**config.mk**
```make
export PLATFORM = sky130hd
export DESIGN_NAME = pvs_port
export DESIGN_NICKNAME = d
export VERILOG_FILES = /design/src/pvs_pkg.sv /design/src/pvs_port.sv
export SDC_FILE = /design/constraint.sdc
export NUM_CORES = 1
export LEC_CHECK = 0
export BUFFER_PORTS_ARGS = -buffer_cell sky130_fd_sc_hd__buf_2
export CORE_MARGIN = 4
export CORE_UTILIZATION = 45
export CTS_CLUSTER_SIZE = 40
export DETAILED_ROUTE_END_ITERATION = 10
export SLEW_MARGIN = 20
export SYNTH_ARGS = -nofsm -noshare
export SYNTH_HDL_FRONTEND = slang
export SYNTH_SLANG_ARGS = --single-unit
```
**constraint.sdc**
```tcl
create_clock -name core_clk -period 5.3 [get_ports core_clk]
set_input_delay 1.325 -clock core_clk [delete_from_list [all_inputs] [get_ports core_clk]]
set_output_delay 1.325 -clock core_clk [all_outputs]
set_load 0.005 [all_outputs]
```
**src/pvs_pkg.sv**
```systemverilog
// constants and types for the pcm voice serial port
package pvs_pkg;
    // ------------------------------------------------------------
    // timing
    // ------------------------------------------------------------
    localparam int CORE_HZ    = 10_000_000;
    localparam int SYNC_HZ    = 8_000;
    localparam int BCLK_HALF  = 4;
    localparam int FRAME_BITS = CORE_HZ / (2 * BCLK_HALF * SYNC_HZ);
    localparam int LONG_BITS  = 8;
    // ------------------------------------------------------------
    // framing
    // ------------------------------------------------------------
    localparam int NUM_SLOTS  = 4;
    localparam int MAX_LINKS  = 3;
    localparam logic [4:0] W_COMP  = 5'h08;
    localparam logic [4:0] W_LIN13 = 5'h0d;
    localparam logic [4:0] W_LIN16 = 5'h10;
    localparam logic [4:0] W_FULL  = 5'h10;
    localparam logic [3:0] SEL_ALL = 4'hf;
    localparam int BUF_DEPTH  = 2;

    typedef enum logic [1:0] {
        PVS_LONG,
        PVS_SHORT,
        PVS_GCI
    } pvs_frame_e;

    typedef enum logic [1:0] {
        PVS_LIN13,
        PVS_LIN16,
        PVS_MULAW,
        PVS_ALAW
    } pvs_samp_e;
endpackage

```
**src/pvs_port.sv**
```systemverilog
// pcm voice serial port: master/slave framing, slots and word buffers
`timescale 1ns/100ps
// What this block does
// - carries up to three voice links, one slot each
// - master drives bit clock and frame sync
// - slave takes bit clock and sync from outside
// - long, short or gci framing selectable
// - 13/16-bit linear or 8-bit companded words
// - up to three of first four slots used
// - long sync rising edge starts the word
// - master long sync high eight bit clocks
// - slave long sync one bit to half frame
// - sample input on fall, launch on rise
// - output released in lsb fall or next rise
// - short sync falling edge starts, one bit wide
// - frame sync repeats at 8 kHz

// ------------------------------------------------------------
// two-entry style buffer, head held in a flop
// ------------------------------------------------------------
module pvs_buf
    import pvs_pkg::*;
#(
    parameter int W     = 16,
    parameter int DEPTH = BUF_DEPTH
) (
    // clocking
    input  wire logic         core_clk,
    input  wire logic         rst_b,
    input  wire logic         clk_en,
    // fill side
    input  wire logic [W-1:0] in_data,
    input  wire logic         in_valid,
    output logic              in_ready,
    // drain side
    output logic [W-1:0]      out_data,
    output logic              out_valid,
    input  wire logic         out_ready
);
    logic [W-1:0]     d_q [DEPTH];
    logic [W-1:0]     d_d [DEPTH];
    logic [DEPTH-1:0] v_q;
    logic [DEPTH-1:0] v_d;

    always_comb begin
        logic placed;
        placed = 1'b0;
        d_d = d_q;
        v_d = v_q;
        // shift on pop so the head is always entry zero
        if (v_q[0] && out_ready) begin
            for (int i = 0; i < DEPTH - 1; i++) begin
                d_d[i] = d_q[i+1];
                v_d[i] = v_q[i+1];
            end
            v_d[DEPTH-1] = 1'b0;
        end
        // full is judged before the pop: costs one cycle, no comb path
        if (in_valid && !v_q[DEPTH-1]) begin
            for (int i = 0; i < DEPTH; i++) begin
                if (!placed && !v_d[i]) begin
                    d_d[i] = in_data;
                    v_d[i] = 1'b1;
                    placed = 1'b1;
                end
            end
        end
    end

    always_ff @(posedge core_clk or negedge rst_b) begin
        if (!rst_b) begin
            v_q <= '0;
            for (int i = 0; i < DEPTH; i++) begin
                d_q[i] <= '0;
            end
        end else if (clk_en) begin
            v_q <= v_d;
            d_q <= d_d;
        end
    end

    assign out_data  = d_q[0];
    assign out_valid = v_q[0];
    assign in_ready  = !v_q[DEPTH-1];
endmodule

// ------------------------------------------------------------
// port top
// ------------------------------------------------------------
module pvs_port
    import pvs_pkg::*;
#(
    parameter int HALF   = BCLK_HALF,
    parameter int FRAMEB = FRAME_BITS
) (
    // clocking
    input  wire logic        core_clk,
    input  wire logic        rst_b,
    input  wire logic        clk_en,
    // configuration
    input  wire logic        master,
    input  wire logic [1:0]  frame_fmt,
    input  wire logic [1:0]  samp_fmt,
    input  wire logic [3:0]  slot_sel,
    input  wire logic        tz_early,
    // serial pins
    input  wire logic        bclk_i,
    output logic             bclk_o,
    output logic             bclk_oe,
    input  wire logic        sync_i,
    output logic             sync_o,
    output logic             sync_oe,
    input  wire logic        din_i,
    output logic             dout_o,
    output logic             dout_oe,
    // transmit words
    input  wire logic [15:0] tx_data,
    input  wire logic        tx_valid,
    output logic             tx_ready,
    // receive words
    output logic [15:0]      rx_data,
    output logic [1:0]       rx_slot,
    output logic             rx_valid,
    input  wire logic        rx_ready,
    output logic             rx_lost
);
    // ------------------------------------------------------------
    // helpers
    // ------------------------------------------------------------
    function automatic logic [4:0] wid(input logic [1:0] f);
        case (f)
            PVS_LIN13: wid = W_LIN13;
            PVS_LIN16: wid = W_LIN16;
            default:   wid = W_COMP;
        endcase
    endfunction

    // up to three of the first four slots
    // a fourth slot is dropped so at most three links run
    function automatic logic used(input logic [3:0] m,
                                  input logic [1:0] s);
        logic [3:0] e;
        e = (m == SEL_ALL) ? 4'h7 : m;
        used = e[s];
    endfunction

    // ------------------------------------------------------------
    // state
    // ------------------------------------------------------------
    logic        bclk_s1, bclk_s2, sync_s1, sync_s2, din_s1, din_s2;
    logic [7:0]  div_q,  div_d;
    logic [15:0] fb_q,   fb_d;
    logic        bclk_q, bclk_d, sync_q, sync_d, mst_q;
    logic        bclk_p, sync_p;
    logic        act_q,  act_d, first_q, first_d, arm_q, arm_d;
    logic [1:0]  slot_q, slot_d;
    logic [4:0]  bit_q,  bit_d;
    logic [15:0] txs_q,  txs_d, rxs_q, rxs_d;
    logic        dout_q, dout_d, doe_q, doe_d, lost_d;
    logic        bclk_v, sync_v, rise, fall, lstart, sstart;
    logic [4:0]  w;
    logic [15:0] tx_hd;
    logic        tx_hv, tx_pop, rx_push, rx_in_rdy;
    logic [17:0] rx_word;
    logic [17:0] rx_out;

    // ------------------------------------------------------------
    // bit clock and sync generator
    // ------------------------------------------------------------
    always_comb begin
        div_d  = div_q;
        bclk_d = bclk_q;
        fb_d   = fb_q;
        sync_d = sync_q;
        if (master) begin
            div_d = div_q + 8'h01;
            if (div_q == 8'(HALF - 1)) begin
                div_d  = '0;
                bclk_d = !bclk_q;
                if (!bclk_q) begin
                    fb_d = (fb_q == 16'(FRAMEB - 1)) ? '0 : fb_q + 16'h1;
                    case (frame_fmt)
                        PVS_LONG:  sync_d = fb_d < 16'(LONG_BITS);
                        PVS_SHORT: sync_d = fb_d == 16'(FRAMEB - 1);
                        default:   sync_d = fb_d == '0;
                    endcase
                end
            end
        end else begin
            div_d  = '0;
            bclk_d = 1'b0;
            fb_d   = 16'(FRAMEB - 1);
            sync_d = 1'b0;
        end
    end

    // ------------------------------------------------------------
    // framing, shifting and slots
    // ------------------------------------------------------------
    // slave reads the synchronised pins
    assign bclk_v  = mst_q ? bclk_q : bclk_s2;
    assign sync_v  = mst_q ? sync_q : sync_s2;
    assign rise    = bclk_v && !bclk_p;
    assign fall    = !bclk_v && bclk_p;
    assign w       = wid(samp_fmt);
    // long/gci start on sync rise; width not checked
    assign lstart  = (frame_fmt != PVS_SHORT) && sync_v && !sync_p;
    assign sstart  = (frame_fmt == PVS_SHORT) && arm_q && rise;
    assign rx_word = {slot_q, rxs_q[14:0], din_s2};

    always_comb begin
        act_d   = act_q;
        first_d = first_q;
        arm_d   = arm_q;
        slot_d  = slot_q;
        bit_d   = bit_q;
        txs_d   = txs_q;
        rxs_d   = rxs_q;
        dout_d  = dout_q;
        doe_d   = doe_q;
        tx_pop  = 1'b0;
        rx_push = 1'b0;
        lost_d  = 1'b0;
        if (lstart || sstart || (rise && act_q && !first_q &&
                                 bit_q == w - 5'h01 && slot_q != 2'h3)) begin
            // next slot follows at once, msb first
            act_d   = 1'b1;
            first_d = lstart;
            arm_d   = 1'b0;
            slot_d  = (lstart || sstart) ? 2'h0 : slot_q + 2'h1;
            bit_d   = '0;
            rxs_d   = '0;
            if (used(slot_sel, slot_d)) begin
                // word left aligned to the sample width
                txs_d  = tx_hv ? tx_hd << (W_FULL - w) : '0;
                tx_pop = tx_hv;
                dout_d = txs_d[15];
                doe_d  = 1'b1;
            end else begin
                dout_d = 1'b0;
                doe_d  = 1'b0;
            end
        end else if (rise && act_q && !first_q) begin
            if (bit_q == w - 5'h01) begin
                act_d  = 1'b0;
                doe_d  = 1'b0;
                dout_d = 1'b0;
            end else begin
                bit_d  = bit_q + 5'h01;
                txs_d  = txs_q << 1;
                dout_d = txs_q[14];
            end
        end else if (rise) begin
            // late release on the rise after the lsb
            if (!act_q) begin
                doe_d = 1'b0;
            end
        end
        if (fall) begin
            first_d = 1'b0;
            // short pulse seen on a fall arms the start
            arm_d = (frame_fmt == PVS_SHORT) && sync_v;
            // input ignored unless the slot is selected
            if (act_q && used(slot_sel, slot_q)) begin
                rxs_d = {rxs_q[14:0], din_s2};
                if (bit_q == w - 5'h01) begin
                    rx_push = 1'b1;
                    lost_d  = !rx_in_rdy;
                    if (tz_early) begin
                        doe_d = 1'b0;
                    end
                end
            end
        end
    end

    // ------------------------------------------------------------
    // registers
    // ------------------------------------------------------------
    always_ff @(posedge core_clk or negedge rst_b) begin
        if (!rst_b) begin
            bclk_s1 <= 1'b0;
            bclk_s2 <= 1'b0;
            sync_s1 <= 1'b0;
            sync_s2 <= 1'b0;
            din_s1  <= 1'b0;
            din_s2  <= 1'b0;
            div_q   <= '0;
            // start on the wrap so the first frame is whole
            fb_q    <= 16'(FRAMEB - 1);
            bclk_q  <= 1'b0;
            sync_q  <= 1'b0;
            mst_q   <= 1'b0;
            bclk_p  <= 1'b0;
            sync_p  <= 1'b0;
            act_q   <= 1'b0;
            first_q <= 1'b0;
            arm_q   <= 1'b0;
            slot_q  <= '0;
            bit_q   <= '0;
            txs_q   <= '0;
            rxs_q   <= '0;
            dout_q  <= 1'b0;
            doe_q   <= 1'b0;
            rx_lost <= 1'b0;
        end else if (clk_en) begin
            // pins cross in two flops before use
            bclk_s1 <= bclk_i;
            bclk_s2 <= bclk_s1;
            sync_s1 <= sync_i;
            sync_s2 <= sync_s1;
            din_s1  <= din_i;
            din_s2  <= din_s1;
            div_q   <= div_d;
            fb_q    <= fb_d;
            bclk_q  <= bclk_d;
            sync_q  <= sync_d;
            mst_q   <= master;
            bclk_p  <= bclk_v;
            sync_p  <= sync_v;
            act_q   <= act_d;
            first_q <= first_d;
            arm_q   <= arm_d;
            slot_q  <= slot_d;
            bit_q   <= bit_d;
            txs_q   <= txs_d;
            rxs_q   <= rxs_d;
            dout_q  <= dout_d;
            doe_q   <= doe_d;
            rx_lost <= lost_d;
        end
    end

    // ------------------------------------------------------------
    // word buffers
    // ------------------------------------------------------------
    // an empty transmit buffer sends zeros rather than stalling the link
    pvs_buf #(.W(16), .DEPTH(BUF_DEPTH)) u_txb (
        .core_clk  (core_clk),
        .rst_b     (rst_b),
        .clk_en    (clk_en),
        .in_data   (tx_data),
        .in_valid  (tx_valid),
        .in_ready  (tx_ready),
        .out_data  (tx_hd),
        .out_valid (tx_hv),
        .out_ready (tx_pop)
    );

    pvs_buf #(.W(18), .DEPTH(BUF_DEPTH)) u_rxb (
        .core_clk  (core_clk),
        .rst_b     (rst_b),
        .clk_en    (clk_en),
        .in_data   (rx_word),
        .in_valid  (rx_push),
        .in_ready  (rx_in_rdy),
        .out_data  (rx_out),
        .out_valid (rx_valid),
        .out_ready (rx_ready)
    );

    assign rx_data = rx_out[15:0];
    assign rx_slot = rx_out[17:16];
    assign bclk_o  = bclk_q;
    assign sync_o  = sync_q;
    assign bclk_oe = mst_q;
    assign sync_oe = mst_q;
    assign dout_o  = dout_q;
    assign dout_oe = doe_q;
endmodule

```
# After elaboration in Yosys (flattened, before gate mapping)
# Cells that the tools add are included.
totals:
  register_bits: 151
  inputBits: 34
  out_inout_bits: 27
  elab_cells: 178
classes:
  add_sub_neg: 6
  n_mux: 79
  eq_ne: 13
  n_reduce_logical: 47
  magnitude_cmp: 3
  shifts: 1
ops:
  columns: ["op", "count"]
  rows:
  - ["16-bit two-way mux", 11]
  - ["15-bit two-way mux", 4]
  - ["18-bit two-way mux", 3]
  - ["1-bit two-way mux", 44]
  - ["36-bit two-way mux", 1]
  - ["16-bit by 8-bit == test with 1-bit output, second input constant", 2]
  - ["32-bit two-way mux", 1]
  - ["1-bit logical AND", 18]
  - ["16-bit by 1-bit adder with 16-bit output, second input constant", 1]
  - ["16-bit zero test", 1]
  - ["16-bit by 4-bit < comparator with 1-bit output, second input constant", 1]
  - ["8-bit two-way mux", 2]
  - ["16-bit by 5-bit << shifter with 16-bit output", 1]
  - ["5-bit two-way mux", 3]
  - ["3-bit AND reduction", 5]
  - ["1-bit zero test", 11]
  - ["2-bit two-way mux", 5]
  - ["5-bit case mux with 2 select lines", 1]
  - ["8-bit by 1-bit adder with 8-bit output, second input constant", 1]
  - ["8-bit by 2-bit == test with 1-bit output, second input constant", 1]
  - ["2-bit AND reduction", 4]
  - ["2-bit by 3-bit < comparator with 1-bit output, second input constant", 2]
  - ["2-bit by 1-bit != test with 1-bit output, second input constant", 3]
  - ["2-bit != test, second input constant", 3]
  - ["14 further kinds", 20]

# Logic depth before layout (Yosys ltp)
# Gate-level depths: netlist (run 1).
depth:
  ltp_word: 17
  depth_mapped: 10
  depth_no_buf: 7

# Cells and area by module
# Synthesis (run 1) repeated with hierarchy kept, for this count alone.
unflattened:
  hier_cells: 745
  hier_area_um2: 7822.5
by_module_without_submodules:
  columns: ["mod", "area_each_um2", "n_inst", "seq_area_each_um2", "cells_each"]
  rows:
  - ["pvs_port", 4453.0, 1, 1958.1, 497]
  - ["pvs_buf (u_rxb)", 1784.2, 1, 950.9, 131]
  - ["pvs_buf (u_txb)", 1585.3, 1, 850.8, 117]

# Worst setup path before layout (run 1)
# OpenSTA, ideal clock, no wires.
synth_timing:
  path_type: "input -> register"
  from: "input samp_fmt[0]"
  to: "register txs_q[5]"
  path_buffers: 3
  path_slack_ps: 1950
  cell_stages: 9
  arrival_time_ps: 3225
  t_required_ps: 5175
  setup_ps: 125
  path_cell_list: "buf_6 -> or4_4 -> nor3_4 -> o21ai_2 -> buf_6 -> nand2_2 -> buf_2 -> mux2_2 -> mux2_4"
synth_between:
  elab_chain_cells: 9
  word_cells_on_any_way: 17
  cone_classes: "add/sub: 2; eq/ne: 4; shift: 1; mux: 4; reduce/logical: 6"
synth_rtl:
  columns: ["element", "line_no", "source"]
  rows:
  - ["from (decl)", "pvs_port.sv:103", "input wire logic [1:0] samp_fmt,"]
  - ["2-bit by 1-bit == test with 1-bit output or 2-bit zero test (tied branches)", "pvs_port.sv:131", "case (f)"]
  - ["5-bit case mux with 2 select lines *", "pvs_port.sv:131", null]
  - ["parallel branches: the longest is 7 deep, another holds 5-bit subtractor", null, null]
  - ["to (signal assigned)", "pvs_port.sv:326", "txs_q <= txs_d;"]
  - ["to (decl)", "pvs_port.sv:158", "logic [15:0] txs_q, txs_d, rxs_q, rxs_d;"]
# Every way passes the cells marked *. The select of a mux whose other input is x is not followed.
# A chain may end at the register's enable or synchronous reset.

# Worst setup path in the final report (run 1)
layout_timing:
  from: "input samp_fmt[0]"
  to: "register txs_q[14]"
# The elaborated chain is that of the path after synthesis.

==> results of run 1 <==
[how the worst max path moves through the flow]
stage                             from               endpoint  slack, ps  cells after the start
after global routing       samp_fmt[0]   txs_q[4]$_DFFE_PN0P_       1470                      7
after CTS                  samp_fmt[0]  txs_q[14]$_DFFE_PN0P_       1660                      7
after detailed placement   samp_fmt[0]  txs_q[14]$_DFFE_PN0P_       1190                      7
after floorplan            samp_fmt[0]   txs_q[5]$_DFFE_PN0P_       1950                      9
final                      samp_fmt[0]  txs_q[14]$_DFFE_PN0P_       1620                      7
after global placement    frame_fmt[0]   txs_q[1]$_DFFE_PN0P_       1240                      8
[cell families after synthesis]
| family | share of synthesized area (%) |
|---|---|
| AO/OA/AOI/OAI | 17.43 |
| XOR/XNOR | 1.078 |
| adder cells (fa/ha/maj) | 0.7699 |
| buffers and inverters | 6.113 |
| flip-flops | 46.27 |
| multiplexers | 11.46 |
| AND/OR/NAND/NOR | 16.88 |
[final cells by class]
class / instances / area share [%]
multi-input cells: 517 / 43.20
clock inverters: 13 / 1.646
flip-flops and latches: 150 / 41.92
clock buffers: 19 / 4.826
well taps: 225 / 3.139
inverters: 21 / 0.8788
repair buffers: 69 / 4.394
[power breakdown]
| group | internal [W] | leakage [nW] | switching (W) |
|---|---|---|---|
| combinational | 0.000444 | 1.96 | 0.000362 |
| sequential | 0.00136 | 1.97 | 0.000184 |
| clock | 0.000699 | 0.271 | 0.000490 |
[per-stage QoR]
step                      cell area, um^2  total power [W]
after floorplan                      8125         0.002150
after global placement               8356         0.002339
after detailed placement             8358         0.002364
after CTS                            8939         0.003576
after global routing                 8970         0.003743
final                                8970         0.003536
[layout by cell type, fill, tap and decap left out, drive strengths merged, types with 16 or more instances in the layout]
cell    netlist  layout
nor2         50      50
or3          20      20
o221a        18      18
o21ai        39      39
dfrtp       145     145
nand2        41      41
mux2i        21      21
or2          16      16
a21oi        24      24
nand3b       19      19
o211a        16      16
nand3        44      44
inv          21      25
clkbuf       28      19
buf          42      69
mux2         61      61
a22o         17      17
[flip-flops by register name (all words and copies together), names as in the netlist, 2 cells and up]
signal and count:
bit_q 5, div_q 8, fb_q 16, rxs_q 15
slot_q 2, txs_q 15, u_rxb.d_q 18, u_rxb.out_data 18
u_rxb.v_q 2, u_txb.d_q 16, u_txb.out_data 16, u_txb.v_q 2
[layer usage]
| layer | routed length [um] | GRT usage, % |
|---|---|---|
| met5 | 20 | 0 |
| met1 | 8725 | 26.29 |
| met3 | 776 | 3.898 |
| met2 | 7890 | 26.98 |
| met4 | 342 | 7.004 |
==> flow_metrics.py, run 1 <==
metrics = {
    "run": {
        "cap_violations": 0,
    },
    "setup_path": {
        "cp.arrival_ps": 3980,
        "crit_chain": "buf_2 > or4_4 > nor3_4 > o21ai_2 > a21oi_2 > o22ai_2 > mux2_2",
        "crit_type": "primary input to flop",
        "r2r_slack_ps": 2110,
        "slowest_stage": "o22ai_2",
        "rr_worst_depth": 6,
        "r2r-start": "bclk_oe$_DFFE_PN0P_",
        "critPathBufInv": 1,
        "crit_path_start_kind": "primary input",
        "critPathRequiredTime_ps": 5600,
        "r2r_end": "txs_q[14]$_DFFE_PN0P_",
        "crit_path_end_kind": "flop",
        "worstPathMaxFanout": 18,
        "cp_slowest_stage_delay_ps": 870,
        "cpLargestDelayFamily": "compound AO/OA/AOI/OAI gates",
    },
    "sta": {
        "maxSlewHeadroom_pct": 31.03,
        "fin_crit_sh_pct": 69.35,
        "holdWs_ps": 481.5,
        "hold_viol": 0,
        "final.setup_skew_ps": 7.938,
        "finalSetupViolations": 0,
        "final_max_slew_viol_count": 0,
        "fmax_ghz": 0.2721,
        "period_needed_ps": 3676,
        "rsz0062_at_grt": "false",
        "setup_tns_ps": 0,
        "fin_ws_ps": 1624,
        "tightestPinTransition_ps": 1035,
    },
    "placed_design": {
        "post-place-ws_ps": 1193,
        "finalWeightedCongestion": 0.8724,
        "dp.final_hpwl_um": 11970,
        "portBuffers": 60,
        "dp_cells": 981,
    },
    "die": {
        "core_um2": 17480,
        "dieWidth_um": 142.4,
        "core.rowCount": 48,
        "initial_utilization_pct": 46.49,
        "die_y_um": 142.4,
        "io_pins": 61,
        "dieArea_um2": 20270,
    },
    "cells_and_area": {
        "register_area_um2": 3760,
        "drive_above_1_share_pct": 27.00,
        "fillers": 1557,
        "multi_input_area_um2": 3875,
        "fin_util_pct": 51.32,
        "final_nets": 815,
        "instances_no_fill": 1014,
        "num_antenna_cells": 0,
        "area_delta_synth_final_pct": 10.39,
    },
    "synthesis": {
        "yosys_most_used_dff": "dfrtp_1",
        "async_reset_ff_share_pct": 100.0,
        "yosys.area.top_type": "dfrtp_1",
        "synth-seq-area-share_pct": 46.27,
        "synth_fp_nets": 797,
        "synth_cell_types": 82,
        "synth_warnings": 0,
        "synth.top_cell.area_share_pct": 44.66,
        "syn_inst": 758,
        "ys_seq_elements": 150,
        "synthTopCellsByArea": "dfrtp_1 (45%), mux2_2 (5.1%), nand3_1 (2.7%)",
        "avgSynthCellArea_um2": 10.72,
        "synth_common_cells": "dfrtp_1 (145), nor2_1 (47), nand3_1 (44)",
        "synth_edf_count": 0,
        "yosysMostFrequentCell": "dfrtp_1",
        "synth_area_um2": 8125,
    },
    "route": {
        "vias": 5916,
        "drt_iter0_drc": 349,
        "antenna_left": 0,
        "wire_per_inst_um": 17.51,
        "drt-vias-per-instance": 5.834,
        "routed_wl_um": 17760,
        "drc": 0,
        "firstDrtPassIters": 5,
    },
    "clock_tree": {
        "cts.hold.buffers_added": 0,
        "cts_sinks": 150,
        "htree_num_levels": 4,
        "cts_max_path_buffers": 2,
        "cts_buffers": 17,
        "postCtsSetupBuffers": 0,
        "cts.repair.resized": 0,
        "cts-root-buf": "clkbuf_16",
        "clk_pin_slew_ps": 60,
        "clk_latency_ps": 420,
        "cts_tree": "built",
    },
    "worst_hold_path": {
        "min-delay-start": "u_rxb.d_q[17]$_DFFE_PN0P_",
        "min_to": "u_rxb.d_q[17]$_DFFE_PN0P_",
        "whs_path_depth": 1,
        "hold_path_class": "flop to flop",
    },
    "power_and_ir_drop": {
        "peakVddDrop_v": 0.0002720,
        "leakagePower_nw": 4.205,
        "p_per_area_nw_per_um2": 394.2,
    },
    "grt": {
        "antenna_found_initial": 1,
        "grt_pass1_wl_um": 30030,
        "grt_start_max_net_pins": 107,
        "overflow": 0,
        "grt_pass1_vias": 5821,
        "grtUsageTotal_pct": 18.23,
    },
    "status": {
        "status": "finished clean",
    },
}
(Power assumes the default switching activity.)
==> run 2, diff against run 1 <==
==> constraint.sdc (replaced) <==
create_clock -name core_clk -period 3.09 [get_ports core_clk]
set_input_delay 0.7725 -clock core_clk [delete_from_list [all_inputs] [get_ports core_clk]]
set_output_delay 0.7725 -clock core_clk [all_outputs]
set_load 0.005 [all_outputs]
==> run 2 against run 1 <==
Wire length grew 3.1%. Sequential share of layout area decreased by 0.91 points. Total power up 72%. Largest power group unchanged. Clock skew grew 1.8 ps. Via count grew 0.52%. Non-clock buffer count grew 24. Final cell count increased by 2.3%. Clock-buffer cell count is the same. Worst setup slack got worse by 1200 ps. Critical path depth unchanged.
==> flow_metrics.py, run 2 (synthesized netlist as in run 1, its figures left out) <==
metrics = {
    "grt": {
        "grtUsageTotal_pct": 18.88,
        "grt_start_max_net_pins": 63,
        "grt_pass1_vias": 6092,
        "antenna_found_initial": 1,
        "grt_pass1_wl_um": 31140,
        "overflow": 0,
    },
    "worst_hold_path": {
        "hold_path_class": "primary input to asynchronous set/reset pin",
    },
    "clock_tree": {
        "cts_sinks": 150,
        "cts_max_path_buffers": 2,
        "htree_num_levels": 4,
        "cts_buffers": 17,
        "cts.repair.resized": 0,
        "clk_pin_slew_ps": 60,
        "cts-root-buf": "clkbuf_16",
        "postCtsSetupBuffers": 0,
        "cts.hold.buffers_added": 0,
        "cts_tree": "built",
        "clk_latency_ps": 420,
    },
    "die": {
        "core_um2": 17480,
        "die_y_um": 142.4,
        "dieWidth_um": 142.4,
        "io_pins": 61,
        "initial_utilization_pct": 46.49,
        "dieArea_um2": 20270,
        "core.rowCount": 48,
    },
    "placed_design": {
        "dpl_cell_area_um2": 8593,
        "portBuffers": 60,
        "finalWeightedCongestion": 0.8915,
        "dp.final_hpwl_um": 12700,
    },
    "power_and_ir_drop": {
        "power_frac_seq_pct": 43.2,
        "p_int_w": 0.004334,
        "swShare_pct": 28.78,
        "comb_power_share_pct": 23.5,
        "p_clk_share_pct": 33.3,
        "power_switching_w": 0.001751,
        "leakagePower_nw": 4.338,
        "p_per_area_nw_per_um2": 663.7,
        "peakVddDrop_v": 0.0004962,
    },
    "route": {
        "wire_per_inst_um": 17.66,
        "drc": 0,
        "vias": 5947,
        "antenna_left": 0,
        "drt-vias-per-instance": 5.735,
        "firstDrtPassIters": 5,
        "drt_iter0_drc": 378,
        "routed_wl_um": 18310,
    },
    "cells_and_area": {
        "fillers": 1564,
        "postLayoutCellArea_um2": 9169,
        "register_area_um2": 3760,
        "final_cell_mix": "dfrtp_1 (145), buf_2 (59), nor2_1 (47), nand3_1 (44), nand2_1 (40)",
        "final_common_cell": "dfrtp_1",
        "drive_above_1_share_pct": 29.06,
        "num_antenna_cells": 0,
        "multi_input_area_um2": 3872,
        "area_delta_synth_final_pct": 12.84,
        "final_nets": 839,
    },
    "setup_path": {
        "r2r-start": "bclk_oe$_DFFE_PN0P_",
        "slowest_stage": "mux2i_2",
        "crit_path_start_kind": "flop",
        "crit_type": "flop to flop",
        "worstPathMaxFanout": 16,
        "critPathBufInv": 1,
        "cpLargestDelayFamily": "compound AO/OA/AOI/OAI gates",
        "startpoint": "bclk_oe$_DFFE_PN0P_",
        "crit_chain": "mux2i_2 > nor2_2 > a311o_1 > a22o_2 > a21oi_4 > buf_4 > mux2_2",
        "cp_slowest_stage_delay_ps": 470,
        "cp.arrival_ps": 2930,
        "critPathRequiredTime_ps": 3400,
        "crit_path_end_kind": "flop",
    },
    "sta": {
        "period_needed_ps": 2624,
        "fmax_ghz": 0.3812,
        "finalSetupViolations": 0,
        "maxSlewHeadroom_pct": 29.86,
        "final_max_slew_viol_count": 0,
        "rsz0062_at_grt": "false",
        "fin_crit_sh_pct": 84.90,
        "setup_tns_ps": 0,
        "final.setup_skew_ps": 9.700,
        "hold_viol": 0,
        "tightestPinTransition_ps": 1048,
    },
    "status": {
        "status": "finished clean",
    },
    "run": {
        "cap_violations": 0,
    },
}
## run 2: cell count changes in the layout (fill, tap and decap cells not counted), sizes merged
cell / change
buf: +24
clkinv: +2
clkinvlp: -1
inv: -2
## run 2: final timing paths
| kind | endpoint | slack, ps | cells after the start |
|---|---|---|---|
| worst max-delay path | u_txb.d_q[11]$_DFFE_PN0P_ | 470 | 7 |
| worst min-delay path | fb_q[14]$_DFFE_PN0P_ | 260 | 1 |
| worst max register to register | u_txb.d_q[11]$_DFFE_PN0P_ | 470 | 7 |
| worst min register to register | u_rxb.d_q[10]$_DFFE_PN0P_ | 480 | 1 |
| max in group asynchronous | u_rxb.d_q[11]$_DFFE_PN0P_ | 2120 | 2 |
| min in group core_clk | u_rxb.d_q[10]$_DFFE_PN0P_ | 480 | 1 |
## run 2: power by group through the flow
stage          combinational [W]  sequential (W)  clock (W)
6_report                 0.00143         0.00263    0.00202
5_1_grt                  0.00160         0.00269    0.00217
4_1_cts                  0.00144         0.00263    0.00208
3_5_place_dp             0.00144         0.00266          0
3_3_place_gp             0.00141         0.00265          0
2_1_floorplan            0.00115         0.00254          0
## run 2: routing by layer
layer  global-route usage [%]  vias up  wire length, um
met4                    5.853        2              221
met1                    26.16     2989             8644
li1                         -     2835                -
met5                        0        -               15
met3                    3.864       19              735
met2                    30.01      102             8694
## run 2: cell type report
cell class                      instances  area share (%)
Timing Repair Buffer                   93           6.591
Sequential cell                       150           41.01
Tap cell                              225           3.070
Clock buffer                           19           4.831
Clock inverter                         12           1.406
Inverter                               21          0.8597
Multi-Input combinational cell        517           42.24
## run 2: stage by stage
| step | util [%] | hold WS, ps | cells | power (W) | setup slack (ps) |
|---|---|---|---|---|---|
| 2_1_floorplan | - | 450.9 | 758 | 0.003688 | 292.9 |
| 5_1_grt | 52.46 | 286.5 | 1037 | 0.006449 | 333.3 |
| 3_5_place_dp | 49.17 | 472.8 | 1006 | 0.004098 | 210.3 |
| 3_3_place_gp | 49.17 | 460.7 | 1006 | 0.004052 | 257.1 |
| 6_report | 52.46 | 262.2 | 1037 | 0.006085 | 466.5 |
| 4_1_cts | 52.44 | 270.4 | 1037 | 0.006152 | 469.8 |
